$ cat src/rtl/arm_defs.vh
`ifndef ARM_DEFS_VH
`define ARM_DEFS_VH
// ==========================================
// Map geometry
`define ARM_AW            5
`define ARM_DW            24
`define ARM_OW            32
`define ARM_FIFO_DEPTH    8
`define ARM_FIFO_AW       3
// ==========================================
// Register addresses
`define ARM_A_RESULT      5'h00
`define ARM_A_MOD         5'h08
`define ARM_A_GAIN        5'h0B
`define ARM_A_STATCOM     5'h0C
`define ARM_A_CFGA        5'h0D
`define ARM_A_CFGB        5'h0E
`define ARM_A_OFFC        5'h0F
`define ARM_A_GAINC       5'h10
`define ARM_A_LOCK        5'h1F
`define ARM_A_LAST        5'h1F
// ==========================================
// Loop ranges
`define ARM_G1_LO         5'h08
`define ARM_G1_HI         5'h0C
`define ARM_G2_HI         5'h0E
`define ARM_G3_HI         5'h10
// ==========================================
// Reset values
`define ARM_ZERO          24'h000000
`define ARM_MOD_RST       4'h3
`define ARM_STAT_RST      24'h000000
// ==========================================
// Status and comm fields
`define ARM_RDLOOP_HI     23
`define ARM_RDLOOP_LO     22
`define ARM_WRLOOP_B      21
`define ARM_WCRC_B        20
`define ARM_WDATA_HI      19
`define ARM_WDATA_LO      18
// Configuration_b fields
`define ARM_OFFEN_B       1
`define ARM_GAINEN_B      0
// Security register fields
`define ARM_PW_HI         23
`define ARM_PW_LO         16
// ==========================================
// Codes
`define ARM_LOOP_STATIC   2'h0
`define ARM_LOOP_GROUP    2'h1
`define ARM_LOOP_TYPE     2'h2
`define ARM_LOOP_MAP      2'h3
`define ARM_FMT_16        2'h0
`define ARM_FMT_24        2'h1
`define ARM_FMT_32Z       2'h2
`define ARM_FMT_32S       2'h3
`define ARM_BYTES_2       3'h2
`define ARM_BYTES_3       3'h3
`define ARM_BYTES_4       3'h4
`define ARM_GAIN_SHIFT    23
`define ARM_COMP_W        4
`endif

$ cat src/rtl/arm_core.v
`timescale 1ns/10ps
`include "arm_defs.vh"

// ==========================================
// Sample FIFO
module arm_fifo #(
  parameter W  = 24,
  parameter D  = 8,
  parameter AW = 3
) (
  input  wire          mclk_i,
  input  wire          rst_n_i,
  input  wire          ce_i,
  input  wire [W-1:0]  in_data_i,
  input  wire          in_valid_i,
  output reg           in_ready_o,
  output wire [W-1:0]  out_data_o,
  output reg           out_valid_o,
  input  wire          out_ready_i
);
  reg [W-1:0]  mem [0:D-1];
  reg [AW-1:0] wp_q;
  reg [AW-1:0] rp_q;
  reg [AW:0]   cnt_q;
  wire         push;
  wire         pop;
  reg  [AW:0]  cnt_d;

  assign push       = in_valid_i & in_ready_o;
  assign pop        = out_valid_o & out_ready_i;
  assign out_data_o = mem[rp_q];
  always @* begin
    cnt_d = cnt_q;
    if (push & ~pop) begin
      cnt_d = cnt_q + 1'b1;
    end else if (pop & ~push) begin
      cnt_d = cnt_q - 1'b1;
    end
  end
  always @(posedge mclk_i) begin
    if (ce_i & push) begin
      mem[wp_q] <= in_data_i;
    end
  end
  always @(posedge mclk_i or negedge rst_n_i) begin
    if (!rst_n_i) begin
      wp_q        <= {AW{1'b0}};
      rp_q        <= {AW{1'b0}};
      cnt_q       <= {(AW+1){1'b0}};
      in_ready_o  <= 1'b0;
      out_valid_o <= 1'b0;
    end else if (ce_i) begin
      if (push) begin
        wp_q <= wp_q + 1'b1;
      end
      if (pop) begin
        rp_q <= rp_q + 1'b1;
      end
      cnt_q       <= cnt_d;
      // Registered flags: full blocks source, empty blocks sink
      in_ready_o  <= (cnt_d != D[AW:0]);
      out_valid_o <= (cnt_d != {(AW+1){1'b0}});
    end
  end
endmodule // arm_fifo

// ==========================================
// Register bank
module arm_core (
  input  wire                   mclk_i,
  input  wire                   rst_n_i,
  input  wire                   ce_i,
  input  wire [`ARM_AW-1:0]     acc_addr_i,
  input  wire                   acc_start_i,
  input  wire                   acc_end_i,
  input  wire                   acc_rd_i,
  input  wire                   acc_wr_i,
  input  wire [`ARM_DW-1:0]     acc_wdata_i,
  output reg  [`ARM_OW-1:0]     rd_data_o,
  output reg  [2:0]             rd_bytes_o,
  output reg                    rd_valid_o,
  output reg  [`ARM_AW-1:0]     ptr_o,
  input  wire [`ARM_DW-1:0]     adc_data_i,
  input  wire                   adc_valid_i,
  output wire                   adc_ready_o,
  input  wire                   data_ready_clock_i,
  input  wire                   modulator_clock_i,
  input  wire [`ARM_COMP_W-1:0] comparator_bit_i,
  input  wire [15:0]            map_crc_i,
  output reg                    offset_corr_enable_o,
  output reg                    gain_corr_enable_o
);
  // ==========================================
  // Storage
  reg  [`ARM_DW-1:0]     conversion_result_q;
  reg  [`ARM_DW-1:0]     read_latch_q;
  reg  [`ARM_COMP_W-1:0] modulator_output_q;
  reg  [`ARM_DW-1:0]     pga_gain_config_q;
  reg  [`ARM_DW-1:0]     status_and_comm_q;
  reg  [`ARM_DW-1:0]     configuration_a_q;
  reg  [`ARM_DW-1:0]     configuration_b_q;
  reg  [`ARM_DW-1:0]     offset_correction_q;
  reg  [`ARM_DW-1:0]     gain_correction_q;
  reg  [7:0]             lock_key_q;
  reg  [`ARM_AW-1:0]     ptr_q;
  reg  [`ARM_AW-1:0]     ptr_d;
  reg                    active_q;
  reg                    latched_q;
  wire [`ARM_DW-1:0]     fifo_data;
  wire                   fifo_valid;
  wire                   dr_take;
  wire [1:0]             rd_loop;
  wire                   wr_loop;
  wire [1:0]             wfmt;
  wire [`ARM_AW-1:0]     cur;

  assign rd_loop = status_and_comm_q[`ARM_RDLOOP_HI:`ARM_RDLOOP_LO];
  assign wr_loop = status_and_comm_q[`ARM_WRLOOP_B];
  assign wfmt    = status_and_comm_q[`ARM_WDATA_HI:`ARM_WDATA_LO];
  assign cur     = acc_start_i ? acc_addr_i : ptr_q;
  // ==========================================
  // Sample path; drains only on a data-ready tick so the FIFO backs up
  assign dr_take = data_ready_clock_i & fifo_valid;
  arm_fifo #(
    .W  (`ARM_DW),
    .D  (`ARM_FIFO_DEPTH),
    .AW (`ARM_FIFO_AW)
  ) u_fifo (
    .mclk_i      (mclk_i),
    .rst_n_i     (rst_n_i),
    .ce_i        (ce_i),
    .in_data_i   (adc_data_i),
    .in_valid_i  (adc_valid_i),
    .in_ready_o  (adc_ready_o),
    .out_data_o  (fifo_data),
    .out_valid_o (fifo_valid),
    .out_ready_i (data_ready_clock_i)
  );

  // ==========================================
  // Calibration
  reg signed [24:0] off_sum;
  reg signed [47:0] gprod;
  reg signed [24:0] g_sum;
  reg        [23:0] cal_val;
  reg        [23:0] stage1;
  always @* begin
    off_sum = $signed({fifo_data[23], fifo_data}) - $signed({offset_correction_q[23],
              offset_correction_q});
    stage1  = fifo_data;
    if (offset_corr_enable_o) begin
      if (off_sum[24] != off_sum[23]) begin
        stage1 = off_sum[24] ? 24'h800000 : 24'h7FFFFF;
      end else begin
        stage1 = off_sum[23:0];
      end
    end
    gprod   = $signed(stage1) * $signed(gain_correction_q);
    g_sum   = $signed({stage1[23], stage1}) + $signed(gprod[47:`ARM_GAIN_SHIFT]);
    cal_val = stage1;
    if (gain_corr_enable_o) begin
      if (g_sum[24] != g_sum[23]) begin
        cal_val = g_sum[24] ? 24'h800000 : 24'h7FFFFF;
      end else begin
        cal_val = g_sum[23:0];
      end
    end
  end

  // ==========================================
  // Address pointer looping
  function [`ARM_AW-1:0] arm_wrap;
    input [`ARM_AW-1:0] p;
    input [`ARM_AW-1:0] lo;
    input [`ARM_AW-1:0] hi;
    begin
      arm_wrap = (p >= hi || p < lo) ? lo : p + 1'b1;
    end
  endfunction
  reg [`ARM_AW-1:0] g_lo;
  reg [`ARM_AW-1:0] g_hi;
  always @* begin
    // Group of the current address
    if (cur == `ARM_A_RESULT) begin
      g_lo = `ARM_A_RESULT;
      g_hi = `ARM_A_RESULT;
    end else if (cur <= `ARM_G1_HI) begin
      g_lo = `ARM_G1_LO;
      g_hi = `ARM_G1_HI;
    end else if (cur <= `ARM_G2_HI) begin
      g_lo = `ARM_A_CFGA;
      g_hi = `ARM_G2_HI;
    end else if (cur <= `ARM_G3_HI) begin
      g_lo = `ARM_A_OFFC;
      g_hi = `ARM_G3_HI;
    end else begin
      g_lo = `ARM_A_LOCK;
      g_hi = `ARM_A_LOCK;
    end
    ptr_d = cur;
    if (acc_rd_i) begin
      case (rd_loop)
        `ARM_LOOP_STATIC: ptr_d = cur;
        `ARM_LOOP_GROUP:  ptr_d = arm_wrap(cur, g_lo, g_hi);
        `ARM_LOOP_TYPE: begin
          if (cur == `ARM_A_RESULT) begin
            ptr_d = cur;
          end else begin
            ptr_d = arm_wrap(cur, `ARM_G1_LO, `ARM_A_LAST);
          end
        end
        `ARM_LOOP_MAP:    ptr_d = arm_wrap(cur, `ARM_A_RESULT, `ARM_A_LAST);
        default:          ptr_d = cur;
      endcase
    end else if (acc_wr_i & wr_loop) begin
      ptr_d = arm_wrap(cur, `ARM_G1_LO, `ARM_A_LAST);
    end
  end

  // ==========================================
  // Read mux, one whole register per read except a 16-bit result, which gives bits 23:8 only
  reg [`ARM_DW-1:0] rmux;
  reg [`ARM_OW-1:0] rfmt;
  reg [2:0]         rbytes;
  wire [`ARM_DW-1:0] res_src;
  // First result read of a frame takes the live word
  assign res_src = latched_q ? read_latch_q : conversion_result_q;
  always @* begin
    case (cur)
      `ARM_A_RESULT:  rmux = res_src;
      `ARM_A_MOD:     rmux = {20'h00000, modulator_output_q};
      `ARM_A_GAIN:    rmux = pga_gain_config_q;
      `ARM_A_STATCOM: rmux = status_and_comm_q;
      `ARM_A_CFGA:    rmux = configuration_a_q;
      `ARM_A_CFGB:    rmux = configuration_b_q;
      `ARM_A_OFFC:    rmux = offset_correction_q;
      `ARM_A_GAINC:   rmux = gain_correction_q;
      `ARM_A_LOCK:    rmux = {lock_key_q, map_crc_i};
      default:        rmux = `ARM_ZERO;
    endcase
    rfmt   = {rmux, 8'h00};
    rbytes = `ARM_BYTES_3;
    if (cur == `ARM_A_RESULT) begin
      // MSB-aligned except 32S, which is sign-extended into bits 31:24; a serialiser shifts bit 31 first
      case (wfmt)
        `ARM_FMT_16: begin
          rfmt   = {rmux[23:8], 16'h0000};
          rbytes = `ARM_BYTES_2;
        end
        `ARM_FMT_24: begin
          rfmt   = {rmux, 8'h00};
          rbytes = `ARM_BYTES_3;
        end
        `ARM_FMT_32Z: begin
          rfmt   = {rmux, 8'h00};
          rbytes = `ARM_BYTES_4;
        end
        `ARM_FMT_32S: begin
          rfmt   = {{8{rmux[23]}}, rmux};
          rbytes = `ARM_BYTES_4;
        end
        default: begin
          rfmt   = {rmux, 8'h00};
          rbytes = `ARM_BYTES_3;
        end
      endcase
    end
  end

  // ==========================================
  // Sequential state
  always @(posedge mclk_i or negedge rst_n_i) begin
    if (!rst_n_i) begin
      conversion_result_q  <= `ARM_ZERO;
      read_latch_q         <= `ARM_ZERO;
      modulator_output_q   <= `ARM_MOD_RST;
      pga_gain_config_q    <= `ARM_ZERO;
      status_and_comm_q    <= `ARM_STAT_RST;
      configuration_a_q    <= `ARM_ZERO;
      configuration_b_q    <= `ARM_ZERO;
      offset_correction_q  <= `ARM_ZERO;
      gain_correction_q    <= `ARM_ZERO;
      lock_key_q           <= 8'h00;
      ptr_q                <= `ARM_A_RESULT;
      active_q             <= 1'b0;
      latched_q            <= 1'b0;
      rd_data_o            <= {`ARM_OW{1'b0}};
      rd_bytes_o           <= `ARM_BYTES_3;
      rd_valid_o           <= 1'b0;
      ptr_o                <= `ARM_A_RESULT;
      offset_corr_enable_o <= 1'b0;
      gain_corr_enable_o   <= 1'b0;
    end else if (ce_i) begin
      rd_valid_o <= 1'b0;
      // Newest sample always lands, even mid-read; the read uses the latch
      if (dr_take) begin
        conversion_result_q <= cal_val;
      end
      if (modulator_clock_i) begin
        modulator_output_q <= comparator_bit_i;
      end
      if (acc_start_i) begin
        active_q  <= 1'b1;
        latched_q <= 1'b0;
      end
      if (acc_rd_i & (acc_start_i | active_q)) begin
        rd_data_o  <= rfmt;
        rd_bytes_o <= rbytes;
        rd_valid_o <= 1'b1;
        ptr_q      <= ptr_d;
        ptr_o      <= ptr_d;
        if (cur == `ARM_A_RESULT) begin
          // Freeze this word; a looped re-read gets the next latch
          read_latch_q <= dr_take ? cal_val : conversion_result_q;
          latched_q    <= ~dr_take;
        end
      end
      if (acc_wr_i & (acc_start_i | active_q)) begin
        ptr_q <= ptr_d;
        ptr_o <= ptr_d;
        case (cur)
          `ARM_A_MOD:     modulator_output_q <= acc_wdata_i[`ARM_COMP_W-1:0];
          `ARM_A_GAIN:    pga_gain_config_q  <= acc_wdata_i;
          `ARM_A_STATCOM: status_and_comm_q  <= acc_wdata_i;
          `ARM_A_CFGA:    configuration_a_q  <= acc_wdata_i;
          `ARM_A_CFGB: begin
            configuration_b_q    <= acc_wdata_i;
            offset_corr_enable_o <= acc_wdata_i[`ARM_OFFEN_B];
            gain_corr_enable_o   <= acc_wdata_i[`ARM_GAINEN_B];
          end
          `ARM_A_OFFC:    offset_correction_q <= acc_wdata_i;
          `ARM_A_GAINC:   gain_correction_q   <= acc_wdata_i;
          `ARM_A_LOCK:    lock_key_q <= acc_wdata_i[`ARM_PW_HI:`ARM_PW_LO];
          default:        ptr_q <= ptr_d;
        endcase
      end
      if (acc_end_i) begin
        active_q  <= 1'b0;
        latched_q <= 1'b0;
      end
      // While a word is frozen, newer data on a cycle without a read clear latched_q
      // so the next read takes result_q, which already holds the newest value
      if (latched_q & dr_take & ~acc_rd_i) begin
        latched_q <= 1'b0;
      end
    end
  end
endmodule // arm_core

$ cat config.mk
export PLATFORM = sky130hd
export DESIGN_NAME = arm_core
export DESIGN_NICKNAME = d
export VERILOG_FILES = /design/src/rtl/arm_core.v
export VERILOG_INCLUDE_DIRS = /design/src /design/src/rtl
export SDC_FILE = /design/constraint.sdc
export NUM_CORES = 2
export LEC_CHECK = 0
export BUFFER_PORTS_ARGS = -buffer_cell sky130_fd_sc_hd__buf_2
export CAP_MARGIN = 20
export CORE_ASPECT_RATIO = 1.4
export CORE_MARGIN = 8
export CORE_UTILIZATION = 55
export CTS_CLUSTER_DIAMETER = 40
export CTS_CLUSTER_SIZE = 28
export DETAILED_ROUTE_END_ITERATION = 16
export GPL_TIMING_DRIVEN = 0
export PLACE_DENSITY = 0.83
export SYNTH_ARGS = -nofsm -noshare
export SYNTH_HDL_FRONTEND = slang
export SYNTH_SLANG_ARGS = --single-unit
$ cat constraint.sdc
create_clock -name mclk_i -period 22.2 [get_ports mclk_i]
set_input_delay 5.55 -clock mclk_i [delete_from_list [all_inputs] [get_ports mclk_i]]
set_output_delay 5.55 -clock mclk_i [all_outputs]
set_load 0.02 [all_outputs]
---- Word-level counts from Yosys, hierarchy flattened ----
Memories as Yosys holds them, arrays and structs flattened.
Cells that the tools add are included.
cells by class
  add/sub/neg operators ................... 7
  multipliers ............................. 1
  $lt $le $gt $ge ......................... 8
  equality and inequality tests ........... 17
  mux-type cells .......................... 46
  bitwise logic cells ..................... 14
  reduce and logical (&&, ||, !) cells .... 24
operator list
  cell                                                                               number
  24-bit one-hot mux with 9 select lines                                             1
  24-bit two-way mux                                                                 8
  32-bit one-hot mux with 3 select lines                                             1
  5-bit two-way mux                                                                  16
  24-bit by 24-bit multiplier with 48-bit output                                     1
  32-bit two-way mux                                                                 1
  5-bit by 4-bit == test with 1-bit output (second input constant)                   6
  24-bit by 25-bit adder with 25-bit output                                          1
  24-bit by 24-bit subtractor with 25-bit output                                     1
  4-bit two-way mux                                                                  6
  3-bit AND reduction                                                                8
  5-bit one-hot mux with 4 select lines                                              1
  1-bit AND                                                                          10
  5-bit == test (second input constant)                                              2
  5-bit by 4-bit less-or-equal comparator with 1-bit output (second input constant)  2
  1-bit two-way mux                                                                  10
  2-bit AND reduction                                                                5
  3-bit one-hot mux with 3 select lines                                              1
  2-bit == test (second input constant)                                              4
  3-bit by 1-bit adder with 3-bit output (second input constant)                     2
  5-bit by 1-bit adder with 5-bit output (second input constant)                     1
  5-bit >= comparator                                                                1
  5-bit >= comparator (second input constant)                                        1
  5-bit less-or-equal comparator (second input constant)                             1
  other kinds (17)                                                                   26
storage, ports and cells
  flip-flop bits (word level) ............. 261
  RAM bits ................................ 192
  input bits .............................. 83
  logic and storage cells ................. 141
  memories kept ........................... 1
memory list
  name        depth  bits a word  rd ports  clocked after memory_dff  write ports  line           RTL
  u_fifo.mem  8      24           1         0                         1            arm_core.v:21  reg [W-1:0] mem [0:D-1];

---- Depth between registers and ports, before layout ----
  depth after elaboration ................. 13
  depth in mapped cells ................... 64
  mapped depth without buffers ............ 57

---- By module ----
From an unflattened synthesis, not the netlist that was laid out.
unflattened totals
  cell total of the unflattened synthesis .. 4241
  area total of the unflattened synthesis .. 43907.1 µm²
by module, submodules not included
  module    instances  cells each  area an instance (µm²)  sequential area each (µm²)
  arm_core  1          3888        36007.0                 6185.9
  arm_fifo  1          353         7900.1                  6065.8

---- Worst setup path before layout ----
Ideal clock, no wire load.
  kind .................................... flip-flop to flip-flop
  from .................................... reg u_fifo.rp_q[0]
  to ...................................... reg read_latch_q[10]
  library setup time ...................... 128 ps
  arrival ................................. 13870 ps
  required time ........................... 22072 ps
  slack ................................... 8203 ps
  cell stages (with the launch flop) ...... 63
  clock period less this slack ............ 13997 ps
  path through ............................ dfrtp_1 buf_6 buf_2 buf_1 buf_2 mux4_2 mux2_2 ha_1 and4_1 nand2_1 a211o_1 nand3b_1 or3_1 o21ai_1 nor2_1 clkbuf_1 o21ai_0 a21oi_1 (+27 left out) o21bai_1 a21oi_1 xnor2_1 ha_1 nand3_1 nor4_1 o41a_1 o31a_1 a221o_1 a211oi_2 nor3b_1 nor4_1 a21oi_1 and3_4 buf_6 maj3_2 mux2i_1 o21ai_1
on the way
  word-level cells in the longest chain between the ends .. 11
  elaborated cells between the ends (all ways) .. 13
  classes of those cells .................. add/sub (2); mul (1); eq/ne (2); mux (7); memory (1)
RTL lines
  what                                                 line                            RTL
  start, declared                                      arm_core.v:23                   reg [AW-1:0] rp_q;
  start signal, assigned                               arm_core.v:48                   rp_q <= {AW{1'b0}};
  start signal, assigned                               arm_core.v:57                   rp_q <= rp_q + 1'b1;
  memory read 8 x 24 bit (*)                           -
  24-bit by 24-bit subtractor with 25-bit output       arm_core.v:148                  off_sum = $signed({fifo_data[23], fifo_data}) - $signed({offset_correction_q[23],
  24-bit two-way mux or 1-bit != test (tied branches)  arm_core.v:153, arm_core.v:152
  24-bit two-way mux                                   arm_core.v:152                  if (off_sum[24] != off_sum[23]) begin
  24-bit two-way mux (*)                               arm_core.v:151                  if (offset_corr_enable_o) begin
  24-bit by 24-bit multiplier with 48-bit output       arm_core.v:158                  gprod = $signed(stage1) * $signed(gain_correction_q);
  24-bit by 25-bit adder with 25-bit output            arm_core.v:159                  g_sum = $signed({stage1[23], stage1}) + $signed(gprod[47:`ARM_GAIN_SHIFT]);
  24-bit two-way mux or 1-bit != test (tied branches)  arm_core.v:163, arm_core.v:162
  24-bit two-way mux                                   arm_core.v:162                  if (g_sum[24] != g_sum[23]) begin
  24-bit two-way mux (*)                               arm_core.v:161                  if (gain_corr_enable_o) begin
  24-bit two-way mux (*)                               -
  end signal, assigned                                 arm_core.v:275                  read_latch_q <= `ARM_ZERO;
  end signal, assigned                                 arm_core.v:314                  read_latch_q <= dr_take ? cal_val : conversion_result_q;
  end, declared                                        arm_core.v:96                   reg [`ARM_DW-1:0] read_latch_q;
Mark *: on every way between the ends. The rest lies on a longest branch, timed or not.
A chain may end at the register's enable or synchronous reset.

---- Worst setup path after layout ----
  from .................................... reg u_fifo.rp_q[0]
  to ...................................... reg conversion_result_q[21]
on the way
  word-level cells in the longest chain between the ends .. 11
  elaborated cells between the ends (all ways) .. 13
  classes of those cells .................. add/sub (2); mul (1); eq/ne (2); mux (7); memory (1)
RTL lines
  what                                                 line                            RTL
  memory read 8 x 24 bit (*)                           -
  24-bit by 24-bit subtractor with 25-bit output       arm_core.v:148
  24-bit two-way mux or 1-bit != test (tied branches)  arm_core.v:153, arm_core.v:152
  24-bit two-way mux                                   arm_core.v:152
  24-bit two-way mux (*)                               arm_core.v:151
  24-bit by 24-bit multiplier with 48-bit output       arm_core.v:158
  24-bit by 25-bit adder with 25-bit output            arm_core.v:159
  24-bit two-way mux or 1-bit != test (tied branches)  arm_core.v:163, arm_core.v:162
  24-bit two-way mux                                   arm_core.v:162
  24-bit two-way mux (*)                               arm_core.v:161
  24-bit two-way mux (*)                               -
  end signal, assigned                                 arm_core.v:274                  conversion_result_q <= `ARM_ZERO;
  end signal, assigned                                 arm_core.v:297                  conversion_result_q <= cal_val;
  end, declared                                        arm_core.v:95                   reg [`ARM_DW-1:0] conversion_result_q;
Marks and branches as above.

==> results.yml <==
placement:
  port_buffers: 124
  finalWeightedCongestion: 1.04
  hpwl_mm: 108
synth:
  ys_types: 89
  yosysMostFrequentCell: "inv_1"
  synth.largest_area_cell: "fa_1"
  synth.area.top_cells: "fa_1 (28%), dfrtp_1 (15%), edfxtp_1 (13%)"
  syn_area_mm2: 0.0436
  async_flop_share_pct: 57.4
  synth.top_cells.by_count: "inv_1 (734), fa_1 (608), nand2_1 (495)"
  synth_cells: 4164
  yosys_warnings: 0
  synth_flop_cell: "dfrtp_1"
  synth_edf_count: 192
  ys_seq_area_share_pct: 28.1
  synth_top_area_share_pct: 27.9
  syn_avg_cell_area_um2: 10.5
  synth_seq_cells: 451
  syn_nets: 5056
floorplanning:
  pin_count: 127
  coreArea_mm2: 0.0788
  dieHeight_um: 349
  start_util_pct: 55.3
  fp-row-count: 122
  die_x_um: 254
  die_area_mm2: 0.0886
clock_network:
  root_buffer: "clkbuf_16"
  clk_latency_ps: 570
  postCtsHoldBufs: 0
  post_cts_buffers: 0
  cts-resized-gates: 0
  cts_buffer_depth: 3
  cts_tree: "yes"
  htree_levels: 2
  clk_pin_slew_ps: 90
  cts_sinks: 451
  numCtsBuffers: 36
sta:
  finalClockSkew_ps: 38.8
  fin_crit_sh_pct: 84.1
  setup_viol: 0
  timing.setup.tns_ps: 0
  finalHoldViolations: 0
  rsz0062_at_grt: "false"
  fmax_mhz: 53.5
  period_needed_ps: 18670
  slew_headroom_pct: 13.6
  tightest_slew_ps: 1290
  maxSlewViolCount: 0
grt:
  grt_use_total_pct: 30.5
  antenna_found_initial: 13
  grt_start_max_net_pins: 99
  grt_pass1_vias: 35512
  overflow: 0
  grt_pass1_wl_mm: 205
critical_path:
  worst_setup_path_start_kind: "flop"
  cp.required_ps: 22680
  worstSetupPathType: "flop to flop"
  slowest_stage: "a21oi_1"
  critical_path.endpoint_type: "flop"
  critical_path.max_stage_delay_ps: 960
  critical-path-top-cell-by-count: "fa_1"
  crit_fanout: 10
  arrival_ps: 19160
drt:
  num_vias: 33435
  viasPerCell: 6.16
  wl_per_cell_um: 24.9
  ant_nets: 0
  totalWireLength_mm: 135
  initialDrtViolationCount: 3576
  drc_errors: 0
  drt_pass1_iterations: 8
job:
  drv_cap: 0
final_layout:
  syn_to_final_growth_pct: 7.94
  final_nets: 5231
  fill_cells: 6365
  drive_above_1_share_pct: 10.9
hold_path:
  hold_class: "flop to flop"
outcome:
  status: "complete, no violations"
final timing paths:
kind	startpoint	cells after the start	to	slack [ps]
max in group asynchronous	rst_n_i	2	read_latch_q[19]	16270
worst min-delay path	read_latch_q[23]	2	read_latch_q[23]	490
worst min register to register	read_latch_q[23]	2	read_latch_q[23]	490
min in group asynchronous	rst_n_i	1	rd_data_o[24]	4970
worst max-delay path	u_fifo.rp_q[0]	56	conversion_result_q[21]	3530
worst max register to register	u_fifo.rp_q[0]	56	conversion_result_q[21]	3530
cell families after synthesis:
group                      Yosys count  share of synthesized area, %
AOI/OAI and AO/OA                  640                          9.87
xor gates and xnor gates            86                          1.73
muxes                              265                          7.98
buffers and inverters              956                          8.30
DFF                                451                          28.1
and+or+nand+nor                    945                          10.0
adders and majority gates          821                          34.0
metal layers:
layer	routed length (um)	part of all wire (%)	vias to the layer above	GRT usage (%)
met5	13	0.0096	-	0
met3	11100	8.2	671	4.95
li1	-	-	13878	-
met1	44000	32	16847	33.4
met4	13500	10	2	24.7
met2	66800	49	2037	52.0
cells in the final DEF (no fill, tap or decap), types with 105 or more instances in the layout:
cell | netlist | final
o21ai_0 | 136 | 136
and2_1 | 173 | 173
nor2_1 | 111 | 105
nand2_1 | 495 | 495
a21oi_1 | 152 | 152
clkbuf_1 | 194 | 196
inv_1 | 734 | 734
mux2_2 | 177 | 177
fa_1 | 608 | 608
ha_1 | 201 | 201
dfrtp_1 | 255 | 255
edfxtp_1 | 192 | 192
buf_2 | 6 | 129
sequential cells by signal, summed over array words and instances, names as in the netlist:
register / flops
u_fifo.mem: 192
rd_data_o: 32
configuration_a_q: 24
configuration_b_q: 24
conversion_result_q: 24
gain_correction_q: 24
offset_correction_q: 24
pga_gain_config_q: 24
read_latch_q: 24
status_and_comm_q: 24
lock_key_q: 8
ptr_q: 5
modulator_output_q: 4
u_fifo.cnt_q: 4
rd_bytes_o: 3
u_fifo.rp_q: 3
u_fifo.wp_q: 3
active_q: 1
latched_q: 1
rd_valid_o: 1
u_fifo.in_ready_o: 1
u_fifo.out_valid_o: 1
through the flow:
step / hold slack, ps / utilization [%] / cells / setup WS (ps) / area [um^2]
after floorplan: 450 / - / 4164 / 8200 / 43600
after global placement: 459 / 57.8 / 5342 / 4220 / 45500
after detailed placement: 470 / 58.1 / 5353 / 4060 / 45700
after CTS: 488 / 59.7 / 5418 / 3960 / 47000
after global routing: 507 / 59.7 / 5428 / 2890 / 47000
final: 489 / 59.7 / 5432 / 3530 / 47000
area by class of cell:
cell class	count	area, um^2	share of cell area [%]
repair buffers	137	776	1.65
diodes	12	30.0	0.0638
flip-flops and latches	451	12300	26.0
clock buffers	40	947	2.01
plain buffers	217	842	1.79
multi-input cells	2757	27800	59.1
inverters	739	2770	5.90
well taps	1054	1320	2.80
clock inverters	25	315	0.670
worst max-delay path: cells and delay by family (launching register included):
| kind | cells | cell delay, ps |
|---|---|---|
| flip-flops | 1 | 390 |
| AO/OA/AOI/OAI | 20 | 6020 |
| buffers and inverters | 12 | 3630 |
| multiplexers | 3 | 1230 |
| AND/OR/NAND/NOR | 9 | 2090 |
| XOR/XNOR | 2 | 540 |
| adder cells (fa/ha/maj) | 10 | 4650 |
Power is not shown: default switching activity piles up to over one toggle a cycle in this logic, so the estimate is an artifact.
